**config.mk**
```make
export PLATFORM = sky130hd
export DESIGN_NAME = low_side_driver_ctrl
export DESIGN_NICKNAME = d
export VERILOG_FILES = /design/src/rtl/low_side_driver_pkg.sv /design/src/rtl/low_side_sync2.sv /design/src/rtl/low_side_drv_chan.sv /design/src/rtl/low_side_driver_ctrl.sv
export VERILOG_INCLUDE_DIRS = /design/src /design/src/rtl
export SDC_FILE = /design/constraint.sdc
export NUM_CORES = 1
export LEC_CHECK = 0
export BUFFER_PORTS_ARGS = -buffer_cell sky130_fd_sc_hd__buf_2
export CORE_UTILIZATION = 50
export CTS_CLUSTER_DIAMETER = 30
export DETAILED_ROUTE_END_ITERATION = 8
export GPL_ROUTABILITY_DRIVEN = 0
export GPL_TIMING_DRIVEN = 0
export PLACE_DENSITY = 0.8
export SETUP_SLACK_MARGIN = 0.05
export SLEW_MARGIN = 10
export SYNTH_ARGS = -nofsm -noshare
export SYNTH_HDL_FRONTEND = slang
export SYNTH_HIERARCHICAL = 1
export SYNTH_SLANG_ARGS = --single-unit
```
**constraint.sdc**
```tcl
create_clock -name pclk -period 3.71 [get_ports pclk]
set_clock_uncertainty 0.1 [all_clocks]
set_input_delay 0.9275 -clock pclk [delete_from_list [all_inputs] [get_ports pclk]]
set_output_delay 0.9275 -clock pclk [all_outputs]
set_load 0.02 [all_outputs]
```
**src/rtl/low_side_driver_defs.svh**
```systemverilog
// constants for the low-side driver control block: offsets, fields, resets
// assumes an apb slave with 32-bit data, registers byte-wide in the low bits
`ifndef LOW_SIDE_DRIVER_DEFS_SVH
`define LOW_SIDE_DRIVER_DEFS_SVH

// ==========================================================================
// register indices (printed offsets are not word multiples: byte = 4 * idx)
// ==========================================================================
`define LSD_IDX_DATA        3'h0
`define LSD_IDX_CONFIG      3'h1
`define LSD_IDX_RSVD_A      3'h2
`define LSD_IDX_RSVD_B      3'h3
`define LSD_IDX_RSVD_C      3'h4
`define LSD_IDX_OPEN_LOAD   3'h5
`define LSD_IDX_IRQ_ENABLE  3'h6
`define LSD_IDX_IRQ_FLAGS   3'h7
`define LSD_ADDR_W          12
`define LSD_NUM_REGS        8

// ==========================================================================
// field positions
// ==========================================================================
`define LSD_NUM_DRV         2
`define LSD_CFG_EN_LSB      0
`define LSD_CFG_OLE_LSB     2
`define LSD_IE_OC_BIT       7

// ==========================================================================
// reset values
// ==========================================================================
`define LSD_DATA_RST        2'h0
`define LSD_EN_RST          2'h0
`define LSD_OLE_RST         2'h0
`define LSD_IE_RST          1'h0
`define LSD_FLAG_RST        2'h0

// ==========================================================================
// timing
// ==========================================================================
`define LSD_CLK_NS          20
`define LSD_SETTLE_NS       20000
`define LSD_SETTLE_CYC      ((`LSD_SETTLE_NS + `LSD_CLK_NS - 1) / `LSD_CLK_NS)

`endif

```
**src/rtl/low_side_driver_pkg.sv**
```systemverilog
// types for the low-side driver control block
// assumes low_side_driver_defs.svh is included by users of the constants
package low_side_driver_pkg;

    // ======================================================================
    // per-driver power state, gray coded along off -> settling -> ready
    // ======================================================================
    typedef enum logic [1:0] {
        DRV_OFF    = 2'h0,
        DRV_SETTLE = 2'h1,
        DRV_READY  = 2'h3,
        DRV_STOP   = 2'h2
    } drv_state_e;

endpackage

```
**src/rtl/low_side_sync2.sv**
```systemverilog
// two-flop synchroniser for a bus of asynchronous levels
// assumes pclk domain, asynchronous active-low reset
`timescale 1ns/10ps
module low_side_sync2 #(
    parameter int W = 1
) (
    input  wire logic         pclk,
    input  wire logic         presetn,
    input  wire logic [W-1:0] async_in,
    output logic      [W-1:0] sync_out
);

    // ======================================================================
    // state
    // ======================================================================
    typedef struct packed {
        logic [W-1:0] meta;   // first stage, read by second only
        logic [W-1:0] sync;   // second stage
    } sync_s;

    sync_s state_reg;
    sync_s state_next;

    // shift the level one stage per edge
    always_comb begin
        state_next      = state_reg;
        state_next.meta = async_in;
        state_next.sync = state_reg.meta;
    end

    // register both stages
    always_ff @(posedge pclk or negedge presetn) begin
        if (!presetn) begin
            state_reg <= '0;
        end else begin
            state_reg <= state_next;
        end
    end

    assign sync_out = state_reg.sync;

endmodule

```
**src/rtl/low_side_drv_chan.sv**
```systemverilog
// one driver channel: enable settling, stop shutdown, gate and mux
// assumes synchronised inputs in the pclk domain
`timescale 1ns/10ps
`include "low_side_driver_defs.svh"
module low_side_drv_chan #(
    parameter int SETTLE_CYC = `LSD_SETTLE_CYC
) (
    input  wire logic pclk,
    input  wire logic presetn,
    input  wire logic enable,       // driver_enable_bit
    input  wire logic stop_mode,    // low-power stop request
    input  wire logic drive_bit,    // stored data bit
    input  wire logic route_sel,    // 1: routing picked the data bit
    input  wire logic route_src,    // timer or pwm level
    input  wire logic oc_flag,      // over-current flag held
    output logic      bias_on,      // bias of the output stage
    output logic      switch_on,    // switch command
    output logic      settled,      // enable settle time elapsed
    output logic      read_bit      // value seen by a data read
);

    // ======================================================================
    // state
    // ======================================================================
    localparam int CW = $clog2(SETTLE_CYC + 1);

    typedef struct packed {
        low_side_driver_pkg::drv_state_e st;   // power state
        logic [CW-1:0]                   cnt;  // settle counter
        logic                            bias; // registered bias
        logic                            sw;   // registered switch
        logic                            rdy;  // registered settled flag
    } chan_s;

    chan_s state_reg;
    chan_s state_next;
    logic  src_level;   // selected control source level

    // source selection and power sequencing
    always_comb begin
        state_next = state_reg;
        src_level  = route_sel ? drive_bit : route_src;
        case (state_reg.st)
            low_side_driver_pkg::DRV_OFF: begin
                state_next.cnt = '0;
                if (enable && !stop_mode) begin
                    state_next.st = low_side_driver_pkg::DRV_SETTLE;
                end
            end
            low_side_driver_pkg::DRV_SETTLE: begin
                state_next.cnt = state_reg.cnt + CW'(1);
                if (stop_mode) begin
                    state_next.st = low_side_driver_pkg::DRV_STOP;
                end else if (!enable) begin
                    state_next.st = low_side_driver_pkg::DRV_OFF;
                end else if (state_reg.cnt >= CW'(SETTLE_CYC - 1)) begin
                    state_next.st = low_side_driver_pkg::DRV_READY;
                end
            end
            low_side_driver_pkg::DRV_READY: begin
                if (stop_mode) begin
                    state_next.st = low_side_driver_pkg::DRV_STOP;
                end else if (!enable) begin
                    state_next.st = low_side_driver_pkg::DRV_OFF;
                end
            end
            low_side_driver_pkg::DRV_STOP: begin
                // re-enable after stop through a fresh settle
                state_next.cnt = '0;
                if (!stop_mode) begin
                    state_next.st = low_side_driver_pkg::DRV_OFF;
                end
            end
            default: begin
                state_next.st = low_side_driver_pkg::DRV_OFF;
            end
        endcase
        // bias follows enable unless stopped
        state_next.bias = enable && !stop_mode;
        // 1 turns on, 0 off; held off while disabled, stopped or faulted
        state_next.sw   = enable && !stop_mode && !oc_flag && src_level;
        // settled flag kept in a flop so the top output needs no decode
        state_next.rdy  = (state_next.st == low_side_driver_pkg::DRV_READY);
    end

    // register state; reset leaves everything off
    always_ff @(posedge pclk or negedge presetn) begin
        if (!presetn) begin
            state_reg <= '{st: low_side_driver_pkg::DRV_OFF, cnt: '0,
                           bias: 1'b0, sw: 1'b0, rdy: 1'b0};
        end else begin
            state_reg <= state_next;
        end
    end

    assign bias_on   = state_reg.bias;
    assign switch_on = state_reg.sw;
    assign settled   = state_reg.rdy;
    // read shows stored bit or selected source
    assign read_bit  = enable ? src_level : drive_bit;

endmodule

```
**src/rtl/low_side_driver_ctrl.sv**
```systemverilog
// register bank and control for two low-side relay drivers, apb slave
// assumes pclk 50 MHz; analog stage, fault and open-load sensors outside
//
// Function
// - after reset both drivers disabled and off
// - eight registers decoded at base plus offset
// - data register readable and writable anytime
// - data bit drives only when routing selects
// - enable low: read returns stored bit
// - enable high: read returns selected source
// - entering stop clears both data bits
// - data bit 1 turns on, 0 off
// - enable bit controls driver bias
// - over-current flags clear by writing one
// - stop shuts drivers; re-enabled after stop
//
// Register access over APB was left to the implementer.
`timescale 1ns/10ps
`include "low_side_driver_defs.svh"
module low_side_driver_ctrl (
    input  wire logic        pclk,
    input  wire logic        presetn,
    // apb slave
    input  wire logic        psel,
    input  wire logic        penable,
    input  wire logic        pwrite,
    input  wire logic [11:0] paddr,
    input  wire logic [31:0] pwdata,
    input  wire logic [3:0]  pstrb,
    output logic      [31:0] prdata,
    output logic             pready,
    output logic             pslverr,
    // system and routing
    input  wire logic        stop_mode,
    input  wire logic [1:0]  route_sel,
    input  wire logic [1:0]  route_src,
    // sensors from the analog stage
    input  wire logic [1:0]  overcurrent_in,
    input  wire logic [1:0]  open_load_in,
    // outputs to the analog stage
    output logic             switch_out_zero,
    output logic             switch_out_one,
    output logic      [1:0]  bias_on,
    output logic      [1:0]  open_load_detect_on,
    output logic      [1:0]  settled,
    output logic             fault_irq
);

    // ======================================================================
    // state
    // ======================================================================
    typedef struct packed {
        logic [1:0]  drive_bit;        // driver_data
        logic [1:0]  enable;           // driver_config enable bits
        logic [1:0]  ole;              // driver_config open-load enables
        logic        oc_ie;            // fault_irq_enable bit
        logic [1:0]  oc_flag;          // fault_irq_flags
        logic        stop_prev;        // stop level last cycle
        logic        oc_prev_0;        // over-current edge tracking
        logic        oc_prev_1;
        logic [31:0] rdata;            // read data register
        logic        ready;            // access phase answer
        logic        irq;              // interrupt line
        logic [1:0]  ole_on;           // open-load detect outputs
    } bank_s;

    bank_s state_reg;
    bank_s state_next;

    // ======================================================================
    // input synchronisation (analog-side pins, timer / pwm sources and stop request)
    // ======================================================================
    logic [6:0] async_bus;   // raw pin levels
    logic [6:0] sync_bus;    // synchronised levels
    logic [1:0] oc_s;        // over-current, synchronised
    logic [1:0] ol_s;        // open-load status, synchronised
    logic [1:0] rsrc_s;      // timer / pwm source, synchronised
    logic       stop_s;      // stop request, synchronised

    assign async_bus = {stop_mode, route_src, open_load_in, overcurrent_in};

    low_side_sync2 #(.W(7)) u_sync (
        .pclk     (pclk),
        .presetn  (presetn),
        .async_in (async_bus),
        .sync_out (sync_bus)
    );

    assign oc_s   = sync_bus[1:0];
    assign ol_s   = sync_bus[3:2];
    assign rsrc_s = sync_bus[5:4];
    assign stop_s = sync_bus[6];

    // ======================================================================
    // driver channels
    // ======================================================================
    logic [1:0] sw_on;      // switch commands
    logic [1:0] rd_bit;     // data read view

    genvar gi;
    generate
        for (gi = 0; gi < `LSD_NUM_DRV; gi++) begin : g_chan
            low_side_drv_chan u_chan (
                .pclk      (pclk),
                .presetn   (presetn),
                .enable    (state_reg.enable[gi]),
                .stop_mode (stop_s),
                .drive_bit (state_reg.drive_bit[gi]),
                .route_sel (route_sel[gi]),
                .route_src (rsrc_s[gi]),
                .oc_flag   (state_reg.oc_flag[gi]),
                .bias_on   (bias_on[gi]),
                .switch_on (sw_on[gi]),
                .settled   (settled[gi]),
                .read_bit  (rd_bit[gi])
            );
        end
    endgenerate

    // ======================================================================
    // apb decode
    // ======================================================================
    logic       acc;        // access phase, first cycle
    logic       wr_acc;     // write takes effect
    logic       rd_setup;   // read setup cycle, prepare data
    logic       in_map;     // address inside eight words
    logic [2:0] idx;        // register index
    logic       lane0;      // byte lane holding register data
    logic [7:0] wbyte;      // written byte

    assign acc      = psel && penable && state_reg.ready;
    assign in_map   = (paddr[11:5] == 7'h00) && (paddr[1:0] == 2'h0);
    assign idx      = paddr[4:2];
    assign lane0    = pstrb[0];
    assign wbyte    = pwdata[7:0];
    assign wr_acc   = acc && pwrite && in_map && lane0;
    assign rd_setup = psel && !penable && !pwrite;

    // register updates, read mux and hardware events
    always_comb begin
        state_next            = state_reg;
        state_next.stop_prev  = stop_s;
        state_next.oc_prev_0  = oc_s[0];
        state_next.oc_prev_1  = oc_s[1];
        // no wait cycle: ready rises in the first access cycle
        state_next.ready      = psel && !state_reg.ready;

        // software writes, no mode restriction on data register
        if (wr_acc) begin
            case (idx)
                `LSD_IDX_DATA: begin
                    state_next.drive_bit = wbyte[1:0];
                end
                `LSD_IDX_CONFIG: begin
                    state_next.enable = wbyte[`LSD_CFG_EN_LSB +: 2];
                    state_next.ole    = wbyte[`LSD_CFG_OLE_LSB +: 2];
                end
                `LSD_IDX_IRQ_ENABLE: begin
                    state_next.oc_ie = wbyte[`LSD_IE_OC_BIT];
                end
                `LSD_IDX_IRQ_FLAGS: begin
                    state_next.oc_flag = state_reg.oc_flag & ~wbyte[1:0];
                end
                default: begin
                    // reserved and read-only: writes ignored
                end
            endcase
        end

        // entering stop clears data bits, wins over a write
        if (stop_s && !state_reg.stop_prev) begin
            state_next.drive_bit = `LSD_DATA_RST;
        end

        // over-current rising edge sets flag; set wins over clear
        if (oc_s[0] && !state_reg.oc_prev_0) begin
            state_next.oc_flag[0] = 1'b1;
        end
        if (oc_s[1] && !state_reg.oc_prev_1) begin
            state_next.oc_flag[1] = 1'b1;
        end

        // read data prepared in the setup cycle
        if (rd_setup) begin
            state_next.rdata = 32'h0000_0000;
            if (in_map) begin
                case (idx)
                    `LSD_IDX_DATA: begin
                        state_next.rdata[1:0] = rd_bit;
                    end
                    `LSD_IDX_CONFIG: begin
                        state_next.rdata[3:0] = {state_reg.ole, state_reg.enable};
                    end
                    `LSD_IDX_OPEN_LOAD: begin
                        state_next.rdata[1:0] = ol_s & state_reg.ole;
                    end
                    `LSD_IDX_IRQ_ENABLE: begin
                        state_next.rdata[`LSD_IE_OC_BIT] = state_reg.oc_ie;
                    end
                    `LSD_IDX_IRQ_FLAGS: begin
                        state_next.rdata[1:0] = state_reg.oc_flag;
                    end
                    default: begin
                        state_next.rdata = 32'h0000_0000;
                    end
                endcase
            end
        end

        // interrupt and open-load detect enable outputs
        state_next.irq    = state_reg.oc_ie && (|state_next.oc_flag) && !stop_s;
        state_next.ole_on = state_reg.ole & state_reg.enable & ~sw_on;
    end

    // register the whole bank
    always_ff @(posedge pclk or negedge presetn) begin
        if (!presetn) begin
            state_reg <= '{drive_bit: `LSD_DATA_RST, enable: `LSD_EN_RST,
                           ole: `LSD_OLE_RST, oc_ie: `LSD_IE_RST,
                           oc_flag: `LSD_FLAG_RST, stop_prev: 1'b0,
                           oc_prev_0: 1'b0, oc_prev_1: 1'b0,
                           rdata: 32'h0000_0000, ready: 1'b0, irq: 1'b0,
                           ole_on: 2'h0};
        end else begin
            state_reg <= state_next;
        end
    end

    // ======================================================================
    // outputs, all from flip-flops except pslverr, tied low
    // ======================================================================
    assign prdata              = state_reg.rdata;
    assign pready              = state_reg.ready;
    assign pslverr             = 1'b0;
    assign switch_out_zero     = sw_on[0];
    assign switch_out_one      = sw_on[1];
    assign open_load_detect_on = state_reg.ole_on;
    assign fault_irq           = state_reg.irq;

endmodule

```
== After elaboration in Yosys (flattened, before gate mapping) ==
Cells that the tools add are included.
Word-level totals
  bits in registers: 92
  bits of input ports: 62
  output and inout port bits: 43
  logic and storage cells: 124
Cells by class
  add/sub/neg operators: 2
  order comparisons: 2
  equal/unequal tests: 12
  multiplexer cells: 34
  bitwise gates (word level): 6
  reductions and logical operators: 44
Operators by type and width (number)
  $pmux 10 s2: 2
  $mux 2: 18
  $pmux 2 s4: 3
  $add 10x1->10 const B: 2
  $ge 10x10->1 const B: 2
  $logic_and 1x1->1: 20
  $eq 2x2->1 const B: 6
  $eq 3x3->1 const B: 3
  $logic_not 1->1: 9
  $mux 9: 1
  $and 2x2->2: 4
  $mux 1: 8
  $mux 8: 1
  $reduce_bool 2->1: 4
  $logic_not 7->1: 1
  $logic_not 2->1: 3
  $reduce_and 2->1: 3
  $reduce_or 2->1: 3
  $eq 2x1->1 const B: 2
  $mux 4: 1
  $not 2->2: 2
  $eq 3x1->1 const B: 1
  $logic_not 3->1: 1

== Depth between registers and ports, before layout ==
  word-level depth: 10
  gate-level depth with buffers: 6
  gate-level depth less buffers: 6

== By module ==
Netlist, hierarchy kept.
Modules (own cells, without submodules)
  low_side_drv_chan: instances 2, cells an instance 67, area each 726.9 um^2, seq. area each 375.4 um^2
  low_side_driver_ctrl: instances 1, cells an instance 126, area each 1258.7 um^2, seq. area each 525.5 um^2
  low_side_sync2: instances 1, cells an instance 14, area each 350.3 um^2, seq. area each 350.3 um^2

== Worst setup path before layout ==
OpenSTA, ideal clock, no wires.
  kind: input-to-reg
  start point: input paddr[7]
  end point: register state_reg[43] (netlist name)
  library setup time: 0.125 ns
  arrival: 1.923 ns
  slack: 1.562 ns
  cell stages on the path: 4
  buffers on the path: 0
  cell sequence: nor4_4 > nand4_2 > nor2_4 > mux2_2
Between the ends
  word-level cells in the longest chain between the ends: 5
RTL lines
  from (decl): line low_side_driver_ctrl.sv:27  | input wire logic [11:0] paddr,
  $logic_not 7->1: line low_side_driver_ctrl.sv:132  | assign in_map = (paddr[11:5] == 7'h00) && (paddr[1:0] == 2'h0);
  $logic_and 1x1->1: line low_side_driver_ctrl.sv:132
  $logic_and 1x1->1 (2 in a row): line low_side_driver_ctrl.sv:136  | assign wr_acc = acc && pwrite && in_map && lane0;
  $reduce_and 2->1 (no line)
  to (signal assigned): line low_side_driver_ctrl.sv:218  | state_reg <= '{drive_bit: `LSD_DATA_RST, enable: `LSD_EN_RST,
  to (signal assigned): line low_side_driver_ctrl.sv:225  | state_reg <= state_next;
  to (decl): line low_side_driver_ctrl.sv:67  | bank_s state_reg;
No other way between the ends.
A chain may end at the register's enable or synchronous reset.

== Worst setup path in the final report ==
  start point: input paddr[7]
  end point: register state_reg[44] (netlist name)
The elaborated chain is that of the path after synthesis.

==> summary.txt <==
Floorplanning
  – Vert. Die Dim: 80.3 um
  – Row cnt: 28
  – Die X: 80.3 um
  – Initial Utilization: 0.517
  – Die Footprint: 6440 um2
  – I/O pin count: 105
  – Core area: 5920 um2

Logic synthesis
  – EDFF count, synth: 0
  – Yosys cell types: 48
  – Simple-gate share of the synthesized area: 0.192
  – Post-Synth XOR/XNOR Area: 0.0229
  – Mapped Cells: 274
  – Area of the mapped netlist: 3060 um2
  – Synth Area in Adders: 0.00817
  – Main combinational cell family by area after synthesis: simple AND/OR/NAND/NOR gates
  – Compound-cell area share of the yosys netlist: 0.102
  – Synth Area per Inst: 11.2 um2
  – Synth warnings: 6
  – Asr flop ratio synth: 1.00
  – Seq/Total Area, Yosys: 0.531
  – Post-synth top flop: dfrtp_1
  – Post-synthesis mux area share: 0.0388
  – Register bit count reported by yosys: 65

STA
  – Endpoints failing setup: 0
  – Final Max Slew Viols: 0
  – Final Cycle Share: 0.555
  – Relative slew margins: 0.488
  – Worst-Margin Slew: 0.768 ns
  – Hold_ws: 0.244 ns
  – Setup tns final: 0 ns
  – Final Hold Fails: 0
  – Max Freq: 0.486 GHz
  – RSZ-0062 raised after global routing: no
  – Min Tclk post-route: 2.06 ns

Critical path
  – R2R cell count: 6
  – Slowest CP cell: mux2_2
  – WP data arrival: 2.18 ns
  – CP cell instances: buf_2 > nor4_4 > nand4_2 > nor2_4 > mux2_2
  – CP Max Fanout: 4
  – Setup crit start kind: primary input
  – Reg2reg end: prdata[1]$_DFFE_PN0P_
  – Max incr delay on CP: 0.36 ns
  – R2r startpoint: state_reg[45]$_DFFE_PN0P_
  – Setup crit end kind: flip-flop
  – Critical path class: primary input to flip-flop
  – R2R Setup Slk: 2.07 ns
  – Critical Path RT: 3.83 ns

Hold path
  – Hold Startpoint: u_sync/state_next[3]$_DFF_PN0_
  – Min-Delay Path Class: flip-flop to flip-flop
  – Worst Hold Depth: 0
  – WHS Endpoint: u_sync/sync_out[3]$_DFF_PN0_

Layout
  – Most frequent cells in the layout: dfrtp_1 (65), buf_2 (46), buf_4 (36), conb_1 (28), nor2_1 (23)
  – Antenna cell count: 0
  – Max FFs per register: 24
  – Layout area overhead: 20.4%
  – Post-layout net count: 422
  – Share of cells above drive strength 1: 0.331
  – Commonest non-fill, non-tap cell in the layout: dfrtp_1

Global routing
  – Global-route congestion overflow total: 0
  – Vias in the first global route: 1978
  – Global-route wire length before repair: 8.80 mm
  – Largest net degree at the start of global routing: 66
  – Antenna violations before repair: 0
  – GR Util All Layers: 0.186

Pwr
  – Static leakage: 1.89 nW
  – Peak VDD IR: 0.258 mV
  – PD cells: 382 nW/um2
  – Power after layout: 1.41 mW

Clock tree
  – Clock-pin slew of the registers on the worst-case setup and hold paths: 0.07 ns
  – Clock Path Buffers: 2
  – Setup bufs post-CTS: 0
  – TritonCTS clock tree: built
  – Root Driver: clkbuf_8
  – Worst-Skew Late Latency: 0.34 ns
  – Post-CTS Hold Fix Bufs: 0
  – CTS buffer count: 9
  – CTS Sinks: 65
  – Resize count post-CTS: 0
  – H-tree lvl count: 3

Run status
  – Status: completed

Detailed routing
  – Via Count: 2169
  – Final wirelength: 5.29 mm
  – DR WL/cell: 12.1 um
  – Routed Antenna Nets: 0
  – First-iteration detailed-routing DRC count: 101
  – Drt first pass iters: 4
  – Vias per cell: 4.95
  – Drt drc: 0

Place
  – # port buffers: 46
  – Post-DP HPWL: 3.88 mm

Run
  – Max-cap violation count: 0
[worst max-delay path by stage]
stage	startpoint	to
finish	paddr[7]	state_reg[44]$_DFFE_PN0P_
global route	paddr[7]	state_reg[44]$_DFFE_PN0P_
CTS	prdata[1]$_DFFE_PN0P_	prdata[1]
detailed placement	paddr[7]	state_reg[44]$_DFFE_PN0P_
global placement	paddr[7]	state_reg[45]$_DFFE_PN0P_
floorplan	paddr[7]	state_reg[43]$_DFFE_PN0P_
[critical path: cells and delay by family]
family	cells	cell delay, ns
multiplexers	1	0.36
AND/OR/NAND/NOR	3	0.78
buffers and inverters	1	0.11
[routing by layer]
| layer | GRT usage | up-vias | wire, um |
|---|---|---|---|
| li1 | - | 1075 | - |
| met1 | 0.229 | 1034 | 2390 |
| met2 | 0.301 | 52 | 2570 |
| met3 | 0.0648 | 8 | 265 |
| met4 | 0.0679 | 0 | 67 |
| met5 | 0 | - | 0 |
[cell families (layout without fill, tap and decap cells)]
| kind of cell | after synthesis | count (layout) |
|---|---|---|
| adders and majority gates | 2 | 2 |
| and+or+nand+nor | 92 | 92 |
| DFF | 65 | 65 |
| AOI/OAI and AO/OA | 49 | 49 |
| xor gates and xnor gates | 8 | 8 |
| other | 1 | 28 |
| buffers and inverters | 46 | 108 |
| muxes | 11 | 11 |
[area by class of cell]
cell class              instances  area (um2)
fillers                       489        2230
flip-flops and latches         65        1630
multi-input cells             190        1220
plain buffers                  40         298
repair buffers                 46         233
clock buffers                  11         141
well taps                      75        93.8
clock inverters                 5        55.1
inverters                       6        22.5
[metrics by stage]
stage / instance area, um2 / cells / util / worst slack [ns]
after CTS: 3690 / 438 / 0.623 / 1.65
after detailed placement: 3490 / 422 / 0.590 / 1.30
final: 3690 / 438 / 0.623 / 1.65
after global routing: 3690 / 438 / 0.623 / 1.60
after global placement: 3490 / 422 / 0.589 / 1.34
after floorplan: 3160 / 301 / - / 1.56
[power breakdown]
part | internal, mW | total (mW) | switching [mW]
Combinational | 0.0405 | 0.101 | 0.0608
Sequential | 0.719 | 0.724 | 0.00495
Clock | 0.326 | 0.582 | 0.256
Total | 1.09 | 1.41 | 0.322
[cell usage after synthesis, types with 5 or more instances]
cell type	count	area [um2]
nand2_1	10	37.5
a21oi_1	19	95.1
o21ai_0	10	50.1
nor2b_1	7	43.8
inv_1	6	22.5
mux2_2	6	67.6
nand2b_1	5	31.3
xor2_1	6	52.6
o31ai_1	5	37.5
dfrtp_1	65	1630
nand4_1	5	31.3
nor2_1	23	86.3
or3_1	5	31.3
buf_4	35	263
(Power assumes the default switching activity.)
